$ cat src/ppb_pkg.sv
// Purpose: shared constants for the programming port bus access block
// Assumes: core_clk at 125 MHz, link clock far slower
// Notes:   frame layout is fixed: code, inverted code, address, data
package ppb_pkg;
    localparam int PPB_CODE_W   = 4;
    localparam int PPB_ADDR_W   = 13;
    localparam int PPB_PDATA_W  = 11;
    localparam int PPB_SDATA_W  = 4;
    localparam int PPB_FRAME_W  = 2 * PPB_CODE_W + PPB_ADDR_W + PPB_PDATA_W;
    localparam int PPB_REPLY_W  = PPB_PDATA_W;
    localparam int PPB_CLK_NS   = 8;
    localparam int PPB_STROBE_NS = 200;
    localparam int PPB_STROBE_CYC = (PPB_STROBE_NS + PPB_CLK_NS - 1)
                                    / PPB_CLK_NS;
    // function mode codes
    localparam logic [3:0] PPB_FN_NOP       = 4'h0;
    localparam logic [3:0] PPB_FN_PM_WRITE  = 4'h1;
    localparam logic [3:0] PPB_FN_PM_READ   = 4'h2;
    localparam logic [3:0] PPB_FN_SP_WRITE  = 4'h3;
    localparam logic [3:0] PPB_FN_SP_READ   = 4'h4;
    localparam logic [3:0] PPB_FN_STOP      = 4'h5;
    localparam logic [3:0] PPB_FN_RUN       = 4'h6;

    typedef enum logic [2:0] {
        PPB_IDLE  = 3'b000,
        PPB_RECV  = 3'b001,
        PPB_CHECK = 3'b011,
        PPB_WAIT  = 3'b010,
        PPB_DRIVE = 3'b110,
        PPB_SEND  = 3'b111
    } ppb_state_e;
endpackage : ppb_pkg

$ cat src/ppb_bridge.sv
// Purpose: programming port to processor bus bridge
// Assumes: link clock sampled by core_clk; processor halts on request
// Notes:   frame = code, ~code, address, data, msb first, on rising
//          link clock; a reply of the program word or scratch nibble follows reads
`timescale 1ns/10ps
// Functional notes
// address bus driven only when enable low
// scratch data direction follows write enable
// processor returns program word on inputs
// all bus actions timed from processor clock; loss of stop in PPB_DRIVE releases the bus at once
// stop indication high means processor stopped
// program write strobe high stores data
// scratch write enable low stores data
// active-low link clock times serial transfers
// separate data lines each direction
// ready shows availability for transfer
// programming unit requests transfer active low
// every action commanded by 4-bit code
// code sent true and inverted
// drive bus only after stop seen
// mismatched code ignored, no bus action
module ppb_bridge
    import ppb_pkg::*;
#(
    parameter int STROBE_CYC = PPB_STROBE_CYC
) (
    input  wire logic                   core_clk,
    input  wire logic                   reset_n,
    input  wire logic                   cpu_clock,
    input  wire logic                   cpu_stopped,
    input  wire logic [PPB_PDATA_W-1:0] prog_data_in,
    input  wire logic [4:0]             instr_in,
    output logic [PPB_ADDR_W-1:0]       prog_mem_addr,
    output logic                        prog_mem_addr_oe,
    output logic                        addr_bus_enable_n,
    output logic                        update_phase,
    output logic                        prog_mem_write,
    output logic [PPB_SDATA_W-1:0]      scratch_data_out,
    output logic                        scratch_data_oe,
    input  wire logic [PPB_SDATA_W-1:0] scratch_data_in,
    output logic                        scratch_write_en_n,
    output logic                        stop_request,
    input  wire logic                   link_clock_n,
    input  wire logic                   link_data_in_n,
    output logic                        link_data_out,
    input  wire logic                   transfer_req_n,
    output logic                        link_ready,
    output logic                        system_stop_en_n,
    output logic                        code_error
);
    // strobe counter is eight bits wide and must run at least once
    if (STROBE_CYC < 1 || STROBE_CYC > 255) begin : g_bad_strobe
        $error("STROBE_CYC out of range");
    end

    // ------------------------------------------------------------
    // input synchronisers
    // ------------------------------------------------------------
    logic lclk_s, ldat_s, lreq_s, cclk_s, stop_s;

    ppb_sync #(.RESET_VAL(1'b1)) u_lclk (.core_clk(core_clk),
        .reset_n(reset_n), .async_in(link_clock_n), .sync_out(lclk_s));
    ppb_sync #(.RESET_VAL(1'b1)) u_ldat (.core_clk(core_clk),
        .reset_n(reset_n), .async_in(link_data_in_n), .sync_out(ldat_s));
    ppb_sync #(.RESET_VAL(1'b1)) u_lreq (.core_clk(core_clk),
        .reset_n(reset_n), .async_in(transfer_req_n), .sync_out(lreq_s));
    ppb_sync #(.RESET_VAL(1'b0)) u_cclk (.core_clk(core_clk),
        .reset_n(reset_n), .async_in(cpu_clock), .sync_out(cclk_s));
    ppb_sync #(.RESET_VAL(1'b0)) u_stop (.core_clk(core_clk),
        .reset_n(reset_n), .async_in(cpu_stopped), .sync_out(stop_s));

    // ------------------------------------------------------------
    // edge detection
    // ------------------------------------------------------------
    logic lclk_d_r, cclk_d_r;
    logic lclk_rise, lclk_fall, cclk_rise;

    always_ff @(posedge core_clk or negedge reset_n) begin
        if (!reset_n) begin
            lclk_d_r <= 1'b1;
            cclk_d_r <= 1'b0;
        end else begin
            lclk_d_r <= lclk_s;
            cclk_d_r <= cclk_s;
        end
    end

    // active-low link clock: data sampled as the line returns high
    assign lclk_rise = lclk_s & ~lclk_d_r;
    assign lclk_fall = ~lclk_s & lclk_d_r;
    assign cclk_rise = cclk_s & ~cclk_d_r;

    // ------------------------------------------------------------
    // state machine
    // ------------------------------------------------------------
    ppb_state_e state_r;
    logic [PPB_FRAME_W-1:0] shift_r;
    logic [5:0]             bit_cnt_r;
    logic [PPB_REPLY_W-1:0] reply_r;
    logic [7:0]             strobe_cnt_r;
    logic [3:0]             code_r;

    function automatic logic code_ok(input logic [PPB_FRAME_W-1:0] f);
        code_ok = (f[PPB_FRAME_W-1 -: 4] == ~f[PPB_FRAME_W-5 -: 4]);
    endfunction : code_ok

    function automatic logic needs_bus(input logic [3:0] c);
        needs_bus = (c == PPB_FN_PM_WRITE) || (c == PPB_FN_PM_READ) ||
                    (c == PPB_FN_SP_WRITE) || (c == PPB_FN_SP_READ);
    endfunction : needs_bus

    wire logic [3:0] rx_code = shift_r[PPB_FRAME_W-1 -: 4];
    wire logic [PPB_ADDR_W-1:0] rx_addr =
        shift_r[PPB_PDATA_W +: PPB_ADDR_W];
    wire logic [PPB_PDATA_W-1:0] rx_data = shift_r[PPB_PDATA_W-1:0];

    always_ff @(posedge core_clk or negedge reset_n) begin
        if (!reset_n) begin
            state_r <= PPB_IDLE;
        end else begin
            unique case (state_r)
                PPB_IDLE: begin
                    if (!lreq_s) begin
                        state_r <= PPB_RECV;
                    end
                end
                PPB_RECV: begin
                    if (lclk_rise &&
                        bit_cnt_r == 6'(PPB_FRAME_W - 1)) begin
                        state_r <= PPB_CHECK;
                    end else if (lreq_s) begin
                        state_r <= PPB_IDLE;
                    end
                end
                PPB_CHECK: begin
                    if (!code_ok(shift_r)) begin
                        state_r <= PPB_IDLE;
                    end else if (needs_bus(rx_code)) begin
                        state_r <= PPB_WAIT;
                    end else begin
                        state_r <= PPB_IDLE;
                    end
                end
                PPB_WAIT: begin
                    if (stop_s && cclk_rise) begin
                        state_r <= PPB_DRIVE;
                    end
                end
                PPB_DRIVE: begin
                    if (strobe_cnt_r == 8'd0 && cclk_rise) begin
                        state_r <= PPB_SEND;
                    end else if (!stop_s) begin
                        state_r <= PPB_IDLE;
                    end
                end
                PPB_SEND: begin
                    if (lreq_s) begin
                        state_r <= PPB_IDLE;
                    end
                end
                // two of the eight codes are unused: recover to idle
                default: begin
                    state_r <= PPB_IDLE;
                end
            endcase
        end
    end

    // serial receive, inverted data line
    always_ff @(posedge core_clk or negedge reset_n) begin
        if (!reset_n) begin
            shift_r   <= '0;
            bit_cnt_r <= 6'd0;
        end else if (state_r == PPB_IDLE) begin
            bit_cnt_r <= 6'd0;
        end else if (state_r == PPB_RECV && lclk_rise) begin
            shift_r   <= {shift_r[PPB_FRAME_W-2:0], ~ldat_s};
            bit_cnt_r <= bit_cnt_r + 6'd1;
        end
    end

    always_ff @(posedge core_clk or negedge reset_n) begin
        if (!reset_n) begin
            code_r     <= PPB_FN_NOP;
            code_error <= 1'b0;
            stop_request <= 1'b0;
        end else if (state_r == PPB_CHECK) begin
            code_error <= ~code_ok(shift_r);
            if (code_ok(shift_r)) begin
                code_r <= rx_code;
                if (rx_code == PPB_FN_STOP) begin
                    stop_request <= 1'b1;
                end else if (rx_code == PPB_FN_RUN) begin
                    stop_request <= 1'b0;
                end
            end
        end
    end

    // strobe width counter, counted in processor clock edges
    always_ff @(posedge core_clk or negedge reset_n) begin
        if (!reset_n) begin
            strobe_cnt_r <= 8'd0;
        end else if (state_r == PPB_WAIT) begin
            strobe_cnt_r <= 8'(STROBE_CYC);
        end else if (state_r == PPB_DRIVE && strobe_cnt_r != 8'd0 &&
                     cclk_rise) begin
            strobe_cnt_r <= strobe_cnt_r - 8'd1;
        end
    end

    // ------------------------------------------------------------
    // processor bus drive
    // ------------------------------------------------------------
    logic driving;
    assign driving = (state_r == PPB_DRIVE) && stop_s;

    always_ff @(posedge core_clk or negedge reset_n) begin
        if (!reset_n) begin
            addr_bus_enable_n  <= 1'b1;
            update_phase       <= 1'b0;
            prog_mem_addr      <= '0;
            prog_mem_addr_oe   <= 1'b0;
            prog_mem_write     <= 1'b0;
            scratch_write_en_n <= 1'b1;
            scratch_data_out   <= '0;
            scratch_data_oe    <= 1'b0;
        end else begin
            addr_bus_enable_n <= ~driving;
            update_phase      <= driving;
            prog_mem_addr_oe  <= driving;
            prog_mem_addr     <= driving ? rx_addr : '0;
            prog_mem_write    <= driving &&
                                 code_r == PPB_FN_PM_WRITE;
            scratch_write_en_n <= ~(driving &&
                                 code_r == PPB_FN_SP_WRITE);
            // data lane only driven while the write enable is low
            scratch_data_oe   <= driving &&
                                 code_r == PPB_FN_SP_WRITE;
            scratch_data_out  <= rx_data[PPB_SDATA_W-1:0];
        end
    end

    // capture read data at end of bus cycle, then shift it back
    always_ff @(posedge core_clk or negedge reset_n) begin
        if (!reset_n) begin
            reply_r       <= '0;
            link_data_out <= 1'b0;
        end else if (state_r == PPB_DRIVE && strobe_cnt_r == 8'd0 &&
                     cclk_rise) begin
            reply_r <= (code_r == PPB_FN_SP_READ) ?
                {{(PPB_REPLY_W-PPB_SDATA_W){1'b0}}, scratch_data_in}
                : prog_data_in;
        end else if (state_r == PPB_SEND && lclk_fall) begin
            link_data_out <= reply_r[PPB_REPLY_W-1];
            reply_r       <= {reply_r[PPB_REPLY_W-2:0], 1'b0};
        end
    end

    // ------------------------------------------------------------
    // link status
    // ------------------------------------------------------------
    always_ff @(posedge core_clk or negedge reset_n) begin
        if (!reset_n) begin
            link_ready       <= 1'b0;
            system_stop_en_n <= 1'b1;
        end else begin
            link_ready <= (state_r == PPB_IDLE) ||
                          (state_r == PPB_RECV) ||
                          (state_r == PPB_SEND);
            system_stop_en_n <= ~(stop_request & stop_s);
        end
    end

    // instruction bits kept for future decode
    logic unused_ok;
    assign unused_ok = ^instr_in;
endmodule : ppb_bridge

$ cat src/ppb_sync.sv
// Purpose: three-stage synchroniser with agreement filter
// Assumes: asynchronous input levels
// Notes:   output changes once stages two and three agree
`timescale 1ns/10ps
module ppb_sync #(
    parameter logic RESET_VAL = 1'b1
) (
    input  wire logic core_clk,
    input  wire logic reset_n,
    input  wire logic async_in,
    output logic      sync_out
);
    logic [2:0] stage_r;

    always_ff @(posedge core_clk or negedge reset_n) begin
        if (!reset_n) begin
            stage_r <= {3{RESET_VAL}};
        end else begin
            stage_r <= {stage_r[1:0], async_in};
        end
    end

    always_ff @(posedge core_clk or negedge reset_n) begin
        if (!reset_n) begin
            sync_out <= RESET_VAL;
        end else if (stage_r[1] == stage_r[2]) begin
            sync_out <= stage_r[2];
        end
    end
endmodule : ppb_sync
$ cat config.mk
export PLATFORM = sky130hd
export DESIGN_NAME = ppb_bridge
export DESIGN_NICKNAME = d
export VERILOG_FILES = /design/src/ppb_pkg.sv /design/src/ppb_bridge.sv /design/src/ppb_sync.sv
export SDC_FILE = /design/constraint.sdc
export NUM_CORES = 1
export LEC_CHECK = 0
export ABC_AREA = 0
export CORE_ASPECT_RATIO = 1.5
export CORE_UTILIZATION = 45
export DETAILED_ROUTE_END_ITERATION = 8
export DONT_BUFFER_PORTS = 1
export HOLD_SLACK_MARGIN = 0.1
export PLACE_DENSITY_LB_ADDON = 0.08
export SYNTH_ARGS = -nofsm -noshare
export SYNTH_HDL_FRONTEND = slang
export SYNTH_HIERARCHICAL = 1
export SYNTH_SLANG_ARGS = --single-unit
$ cat constraint.sdc
create_clock -name core_clk -period 1.69 [get_ports core_clk]
set_input_delay 0.507 -clock core_clk [delete_from_list [all_inputs] [get_ports core_clk]]
set_output_delay 0.507 -clock core_clk [all_outputs]
set_load 0.02 [all_outputs]
==> metrics.txt, run 1 <==
status finished with violations; failing checks negative hold slack; mux contribution to synthesized area 10.8%; post-synthesis cell count 340; vias in the first global route ~3.1k; # IOs 55; core area 9690 µm²; Max Freq 594 MHz; worst-path fanout max 5; Final ANT Viol Nets 0; TritonCTS Buffers 17; largest net degree at the start of global routing 114; HPWL after DPL 5220 µm; Final setup violation count 0; Initial Util 46.4%; Slew Viols, Final 0; DR vias/cell 5.32; FF-to-FF End reply_r[1]$_DFFE_PN0P_; worst path required time around 2000 ps; crit share post-route between 90 and 100%; top-count cell post-synth dfrtp_1; Post-route DRC 0; footprint of the multi-input gates 1640 µm²; fin nets 421; Avg WL per Cell about 16 µm; # hold bufs at CTS 3; synthesized cell area 4500 µm²; Yosys cell types 56; synth top area cells dfrtp_1 54%, dfstp_2 9.3%, mux2_2 5.8%; Least-Margin Pin Slew 353 ps; Syn Nets 370; WP data arrival 1960 ps; Synth Area in XOR/XNOR 1.95%; top cells by count, synth 97 x dfrtp_1, 23 x mux2_2, 23 x nand2_1; largest family of logic cells by synthesized area simple AND/OR/NAND/NOR gates; clk buf depth 2; initial antenna violation count 0; yosys warns 6; fin crit period 1680 ps; Synth Area in Simple Gates 13.7%; clock sink total between 100 and 150; fill count 805; clock share of power roughly 49%; Place WS -26.6 ps; Syn-to-layout area delta 25.8%; register area share after synthesis 63.3%; wire length of the first global-routing pass 14200 µm; Hold Path Class in2async; Pwr Total between 7000 and 8000 µW; async set-reset flop share out of synthesis 100%; post-synthesis compound-gate area fraction 5.67%; Synth Flop Type dfrtp_1; TritonCTS clock tree built; top cell type's share of synthesized area 53.9%; biggest area consumer among synthesized cells dfrtp_1; sequential share of power 44.9%; Setup CP Type reg2reg; RePlAce Congestion 0.791; combinational power share 5.9%; total track usage 17.4%; PD cells 1240 nW/µm²; r2r setup slk 6 ps; PortBufs 0; Synth Area per Inst around 13 µm²; sequential cell area 2850 µm²; R2R Path Start strobe_cnt_r[0]$_DFFE_PN0P_; clock-pin slew of the registers on the worst-case setup and hold paths about 60 ps; Lkg Pwr 0.00270 µW; Clk Tree Root Cell clkbuf_16; ANT cells 0; remaining global-route overflow 0; max cap viols 0; CP Capture Type flip-flop; Post-synth EDFFs 0; final setup margin 6.00 ps; H-Tree Depth 4; die width 83.7 µm; Row Count 44; RSZ-0062 raised after global routing yes; Int Pwr ~5400 µW; Net Sw Power 1600 µW; adder-cell share of the synthesized area about 2.1%; DIE HEIGHT between 100 and 150 µm; share of layout cells above drive strength 1 37.4%; 1st-iter DRT viols 113; final WL 8180 µm; post-synthesis register bit count between 100 and 150; max_slew headroom between 70% and 80%; Setup crit start kind flip-flop; Setup Skew a little under 8 ps; Vias ~2.8k; router iterations before antenna repair 5; hold_ws -200 ps; Hold Vio Cnt, Final 113; maximum VDD drop ~1.1 mV; Worst-Skew Late Latency 400 ps; r2r worst-path depth 6; die area 10400 µm²; switching share of power 22.7%
[cell families after synthesis]
family                   count (synthesis)
AO/OA/AOI/OAI                           38
XOR/XNOR                                10
adder cells (fa/ha/maj)                  8
buffers and inverters                   24
flip-flops                             113
multiplexers                            44
AND/OR/NAND/NOR                        103
[through the flow]
stage | setup TNS, ps | cells | area, µm² | util, %
finish | 0 | 519 | 5660 | 58.4
global route | -563 | 519 | 5660 | 58.4
floorplan | -276 | 340 | 4510 | -
global placement | -257 | 479 | 4890 | 50.5
detailed placement | -303 | 479 | 4890 | 50.5
CTS | 0 | 514 | 5530 | 57.1
[critical path, cell delays in order (launching register included)]
cell,delay (ps)
dfrtp_1,390
inv_2,100
ha_4,130
nor3b_4,260
nand4_4,170
and2_4,220
a221o_1,290
[worst max-delay path by stage]
| stage | start | to | depth (start not counted) |
|---|---|---|---|
| floorplan | state_r[1]$_DFFE_PN0P_ | shift_r[24]$_DFFE_PN0P_ | 6 |
| global placement | state_r[2]$_DFFE_PN0P_ | shift_r[2]$_DFFE_PN0P_ | 4 |
| detailed placement | state_r[1]$_DFFE_PN0P_ | shift_r[11]$_DFFE_PN0P_ | 4 |
| CTS | strobe_cnt_r[4]$_DFFE_PN0P_ | strobe_cnt_r[4]$_DFFE_PN0P_ | 5 |
| global route | strobe_cnt_r[0]$_DFFE_PN0P_ | reply_r[2]$_DFFE_PN0P_ | 6 |
| finish | strobe_cnt_r[0]$_DFFE_PN0P_ | reply_r[1]$_DFFE_PN0P_ | 6 |
[flip-flops by register name (all words and copies together), names as in the netlist, 3 cells and up]
name / flops
shift_r: 32
code_r: 4
state_r: 3
u_lreq/stage_r: 3
u_lclk/stage_r: 3
u_stop/stage_r: 3
prog_mem_addr: 13
reply_r: 11
u_cclk/stage_r: 3
bit_cnt_r: 6
u_ldat/stage_r: 3
strobe_cnt_r: 8
scratch_data_out: 4
[routing by layer]
| metal | up-vias | GRT usage, % | wire (µm) |
|---|---|---|---|
| met4 | 0 | 7.18 | 119 |
| met1 | 1397 | 19.6 | 3310 |
| met5 | - | 0 | 0 |
| li1 | 1304 | - | - |
| met3 | 12 | 5.70 | 355 |
| met2 | 49 | 29.8 | 4390 |
[repair_timing]
action | CTS | global route
gates resized for setup | 6 | 27
cloned | 0 | 1
buffers inserted | 0 | 4
setup endpoints to repair | 39 | 55
endpoints found under the hold margin | 116 | 113
pin swaps | 0 | 6
[power by group through the flow]
stage	clock, µW	combinational, µW	sequential [µW]
6_report	3470	418	3160
5_1_grt	3670	468	3190
4_1_cts	3540	405	3160
3_5_place_dp	0	393	3200
3_3_place_gp	0	382	3190
2_1_floorplan	0	301	3150
[area by class of cell]
type	instances	area share, %
Sequential cell	113	50.4
Multi-Input combinational cell	203	29.0
Clock buffer	20	8.07
Timing Repair Buffer	48	7.03
Tap cell	115	2.54
Clock inverter	12	2.39
Inverter	8	0.531
[cell usage in the layout (no fill, tap or decap), types with 4 or more instances in the layout]
master | netlist | layout
and3_1 | 14 | 14
a21oi_1 | 11 | 10
mux2_2 | 23 | 23
inv_1 | 7 | 5
nand3_1 | 7 | 6
buf_4 | 5 | 40
nor3_1 | 6 | 5
dfstp_2 | 16 | 16
mux2i_1 | 9 | 8
clkinv_4 | 0 | 4
clkbuf_16 | 0 | 17
maj3_2 | 5 | 5
nand2_1 | 23 | 23
dfrtp_2 | 0 | 4
xnor2_1 | 8 | 8
mux2_1 | 12 | 12
clkinvlp_4 | 0 | 4
dfrtp_1 | 97 | 93
nor2_1 | 16 | 13
a221o_1 | 5 | 5
nor2b_1 | 6 | 5
a31oi_1 | 5 | 5
o21ai_0 | 6 | 6
No activity file was read; power rests on OpenSTA's default activity.
==> run 2: changes to the inputs <==
--- a/config.mk
+++ b/config.mk
@@ -14,5 +14,4 @@
 export PLACE_DENSITY_LB_ADDON = 0.08
 export SYNTH_ARGS = -nofsm -noshare
 export SYNTH_HDL_FRONTEND = slang
-export SYNTH_HIERARCHICAL = 1
 export SYNTH_SLANG_ARGS = --single-unit
==> constraint.sdc (replaced) <==
create_clock -name core_clk -period 1.6 [get_ports core_clk]
set_input_delay 0.48 -clock core_clk [delete_from_list [all_inputs] [get_ports core_clk]]
set_output_delay 0.48 -clock core_clk [all_outputs]
set_load 0.02 [all_outputs]
==> run 2 against run 1 <==
  * The run ends with negative hold slack, negative setup slack left
  * Fmax decreased by 7.6%
  * Via count decreased by 0.25%
  * Non-clock buffer count increased by 11
  * Die area decreased by 0.52%
  * Worst hold slack got worse by 31 ps
  * Sequential share of layout area decreased by 0.77 points
  * Global-route usage decreased by 0.077 points
  * Utilization increased by 0.85 points
  * Clock skew decreased by 1.1 ps
  * Setup slack got worse by 230 ps
  * Sequential power increased by 12%
  * Critical endpoint is now reply_r[2]$_DFFE_PN0P_
  * Largest power group is now registers
==> metrics.txt, run 2 <==
HPWL after DPL slightly above 5000 µm; register area share after synthesis 63.6%; Setup TNS Final -2910 ps; Crit-path slowest cell or4_4; Setup crit start kind flip-flop; die width between 80 and 90 µm; 1st-iter DRT viols 76; fin cells 520; TritonCTS Buffers 17; Largest Register shift_r; maximum VDD drop 0.833 mV; share of layout cells above drive strength 1 43.0%; TritonCTS clock tree built; Clk Tree Root Cell clkbuf_16; Post-route DRC 0; hold_ws -232 ps; Least-Margin Pin Slew 360 ps; crit-path max cell delay 590 ps; # hold bufs at CTS 5; max cap viols 0; WP data arrival 2110 ps; Setup Skew 6.81 ps; vias in the first global route 2821; Syn-to-layout area delta 28.3%; Largest register FFs 32; synth top area cells dfrtp_1 54%, dfstp_2 9.4%, mux2_2 9.3%; total track usage 17.3%; synthesized cell area 4480 µm²; Final ANT Viol Nets 0; Worst-Skew Late Latency 400 ps; worst path required time 1880 ps; PD cells between 1000 and 1500 nW/µm²; Yosys cell types 56; worst-path fanout max 6; CP Capture Type flip-flop; biggest area consumer among synthesized cells dfrtp_1; Hold Path Class in2async; commonest non-fill, non-tap cell in the layout dfrtp_1; failing checks negative hold slack, negative setup slack; Max Freq 549 MHz; PortBufs 0; r2r worst-path depth 5; largest net degree at the start of global routing 114; initial antenna violation count 0; clock-pin slew of the registers on the worst-case setup and hold paths 50 ps; remaining global-route overflow 0; core area 9690 µm²; fin nets 422; Setup CP Type reg2reg; Synth Flop Type dfrtp_1; DIE HEIGHT between 100 and 150 µm; RePlAce Congestion approximately 0.81; Syn Nets 356; max_slew headroom around three quarters; final WL 8160 µm; top flop regs shift_r: 32 flops, prog_mem_addr: 13 flops, reply_r: 11 flops; top cells by count, synth 97 x dfrtp_1, 37 x mux2_2, 16 x and2_1, 16 x dfstp_2, 16 x nor2_1; fin crit period approximately 1800 ps; Initial Util 46.2%; most frequent cells in the layout 95 x dfrtp_1, 51 x buf_4, 37 x mux2_2; Hold Vio Cnt, Final about 110; ANT cells 0; final setup margin -222 ps; router iterations before antenna repair 4; RSZ-0062 raised after global routing yes; H-Tree Depth 4; Avg WL per Cell 15.7 µm; clk buf depth 2; Row Count 44; Lkg Pwr 0.00270 µW; cell count after placement ~480; Final setup violation count 19; Synth Area per Inst 13.7 µm²; Slew Viols, Final 0; yosys warns 0; die area 10400 µm²; Post-synth EDFFs 0; post-synthesis register bit count 113; status finished with violations; Place WS -280 ps; async set-reset flop share out of synthesis 100%; Vias 2755; crit-path cells or4_4 -> nor4_4 -> buf_4 -> nor2_4 -> a221o_1; top-count cell post-synth dfrtp_1; top cell type's share of synthesized area 54.2%; crit share post-route 114%; clock sink total roughly 110; Pwr Total 8200 µW; post-synthesis cell count 326; DR vias/cell 5.30; wire length of the first global-routing pass 13500 µm; # IOs 55
[run 2: cell types whose count changed in the layout (fill, tap and decap cells not counted), sizes merged, moves of 3 or more]
cell / previous run / this run
a211oi: 0 / 3
a21oi: 11 / 4
a31oi: 5 / 1
and2: 5 / 16
and3: 14 / 6
buf: 45 / 54
nand2: 23 / 11
nand3b: 1 / 4
or4: 4 / 1
xnor2: 8 / 1
xor2: 2 / 11
[run 2: repair_timing]
item	in CTS	in global routing
cloned	1	0
endpoints found under the setup margin	28	29
pin swaps	2	5
gates resized for setup	14	20
hold endpoints to repair	118	113
buffers inserted	4	2
[run 2: final cells by class]
class,instances,area [µm²]
clock inverter,12,108
tap,115,144
clock buffer,20,467
inverter,5,18.8
multi-input combinational,196,1680
fill,784,3950
sequential,113,2850
timing repair buffer,59,475
[run 2: path summary, 6_finish.rpt]
kind | start | to | slack (ps)
max | strobe_cnt_r[3]$_DFFE_PN0P_ | reply_r[2]$_DFFE_PN0P_ | -220
min | reset_n | scratch_data_oe$_DFF_PN0_ | -230
max reg2reg | strobe_cnt_r[3]$_DFFE_PN0P_ | reply_r[2]$_DFFE_PN0P_ | -220
min reg2reg | u_stop.stage_r[0]$_DFF_PN0_ | u_stop.stage_r[1]$_DFF_PN0_ | 350
max in group asynchronous | reset_n | u_lclk.stage_r[0]$_DFF_PN1_ | 1620
min in group core_clk | prog_data_in[9] | reply_r[9]$_DFFE_PN0P_ | 210
[run 2: per-stage QoR]
| stage | util, % | area (µm²) |
|---|---|---|
| after detailed placement | 51.1 | 4950 |
| after global placement | 51.1 | 4950 |
| after global routing | 59.3 | 5740 |
| after CTS | 58.2 | 5640 |
| after floorplan | - | 4530 |
| final | 59.3 | 5740 |
[run 2: where the power goes]
| part | switching, µW | total [µW] | internal (µW) |
|---|---|---|---|
| Clock | 1290 | 3550 | 2260 |
| Combinational | 501 | 1100 | 602 |
| Sequential | 341 | 3550 | 3210 |
| Total | 2130 | 8200 | 6060 |
[run 2: cells by family after synthesis]
group                    after synthesis  share of synthesized area [%]
AO/OA/AOI/OAI                         34                           5.84
XOR/XNOR                              12                           2.35
adder cells (fa/ha/maj)                8                           1.96
buffers and inverters                 17                           1.84
flip-flops                           113                           63.6
multiplexers                          45                           11.1
AND/OR/NAND/NOR                       97                           13.3
[run 2: metal layers]
metal | share of wire (%) | GRT usage, %
met1 | 41 | 19.1
met2 | 53 | 30.0
met3 | 3.6 | 5.83
met4 | 1.9 | 8.58
met5 | 0 | 0
[run 2: critical path: cells and delay by family (launching register included)]
kind	cells	cell delay [ps]
AND/OR/NAND/NOR	3	860
flip-flops	1	380
AO/OA/AOI/OAI	1	290
buffers and inverters	1	170
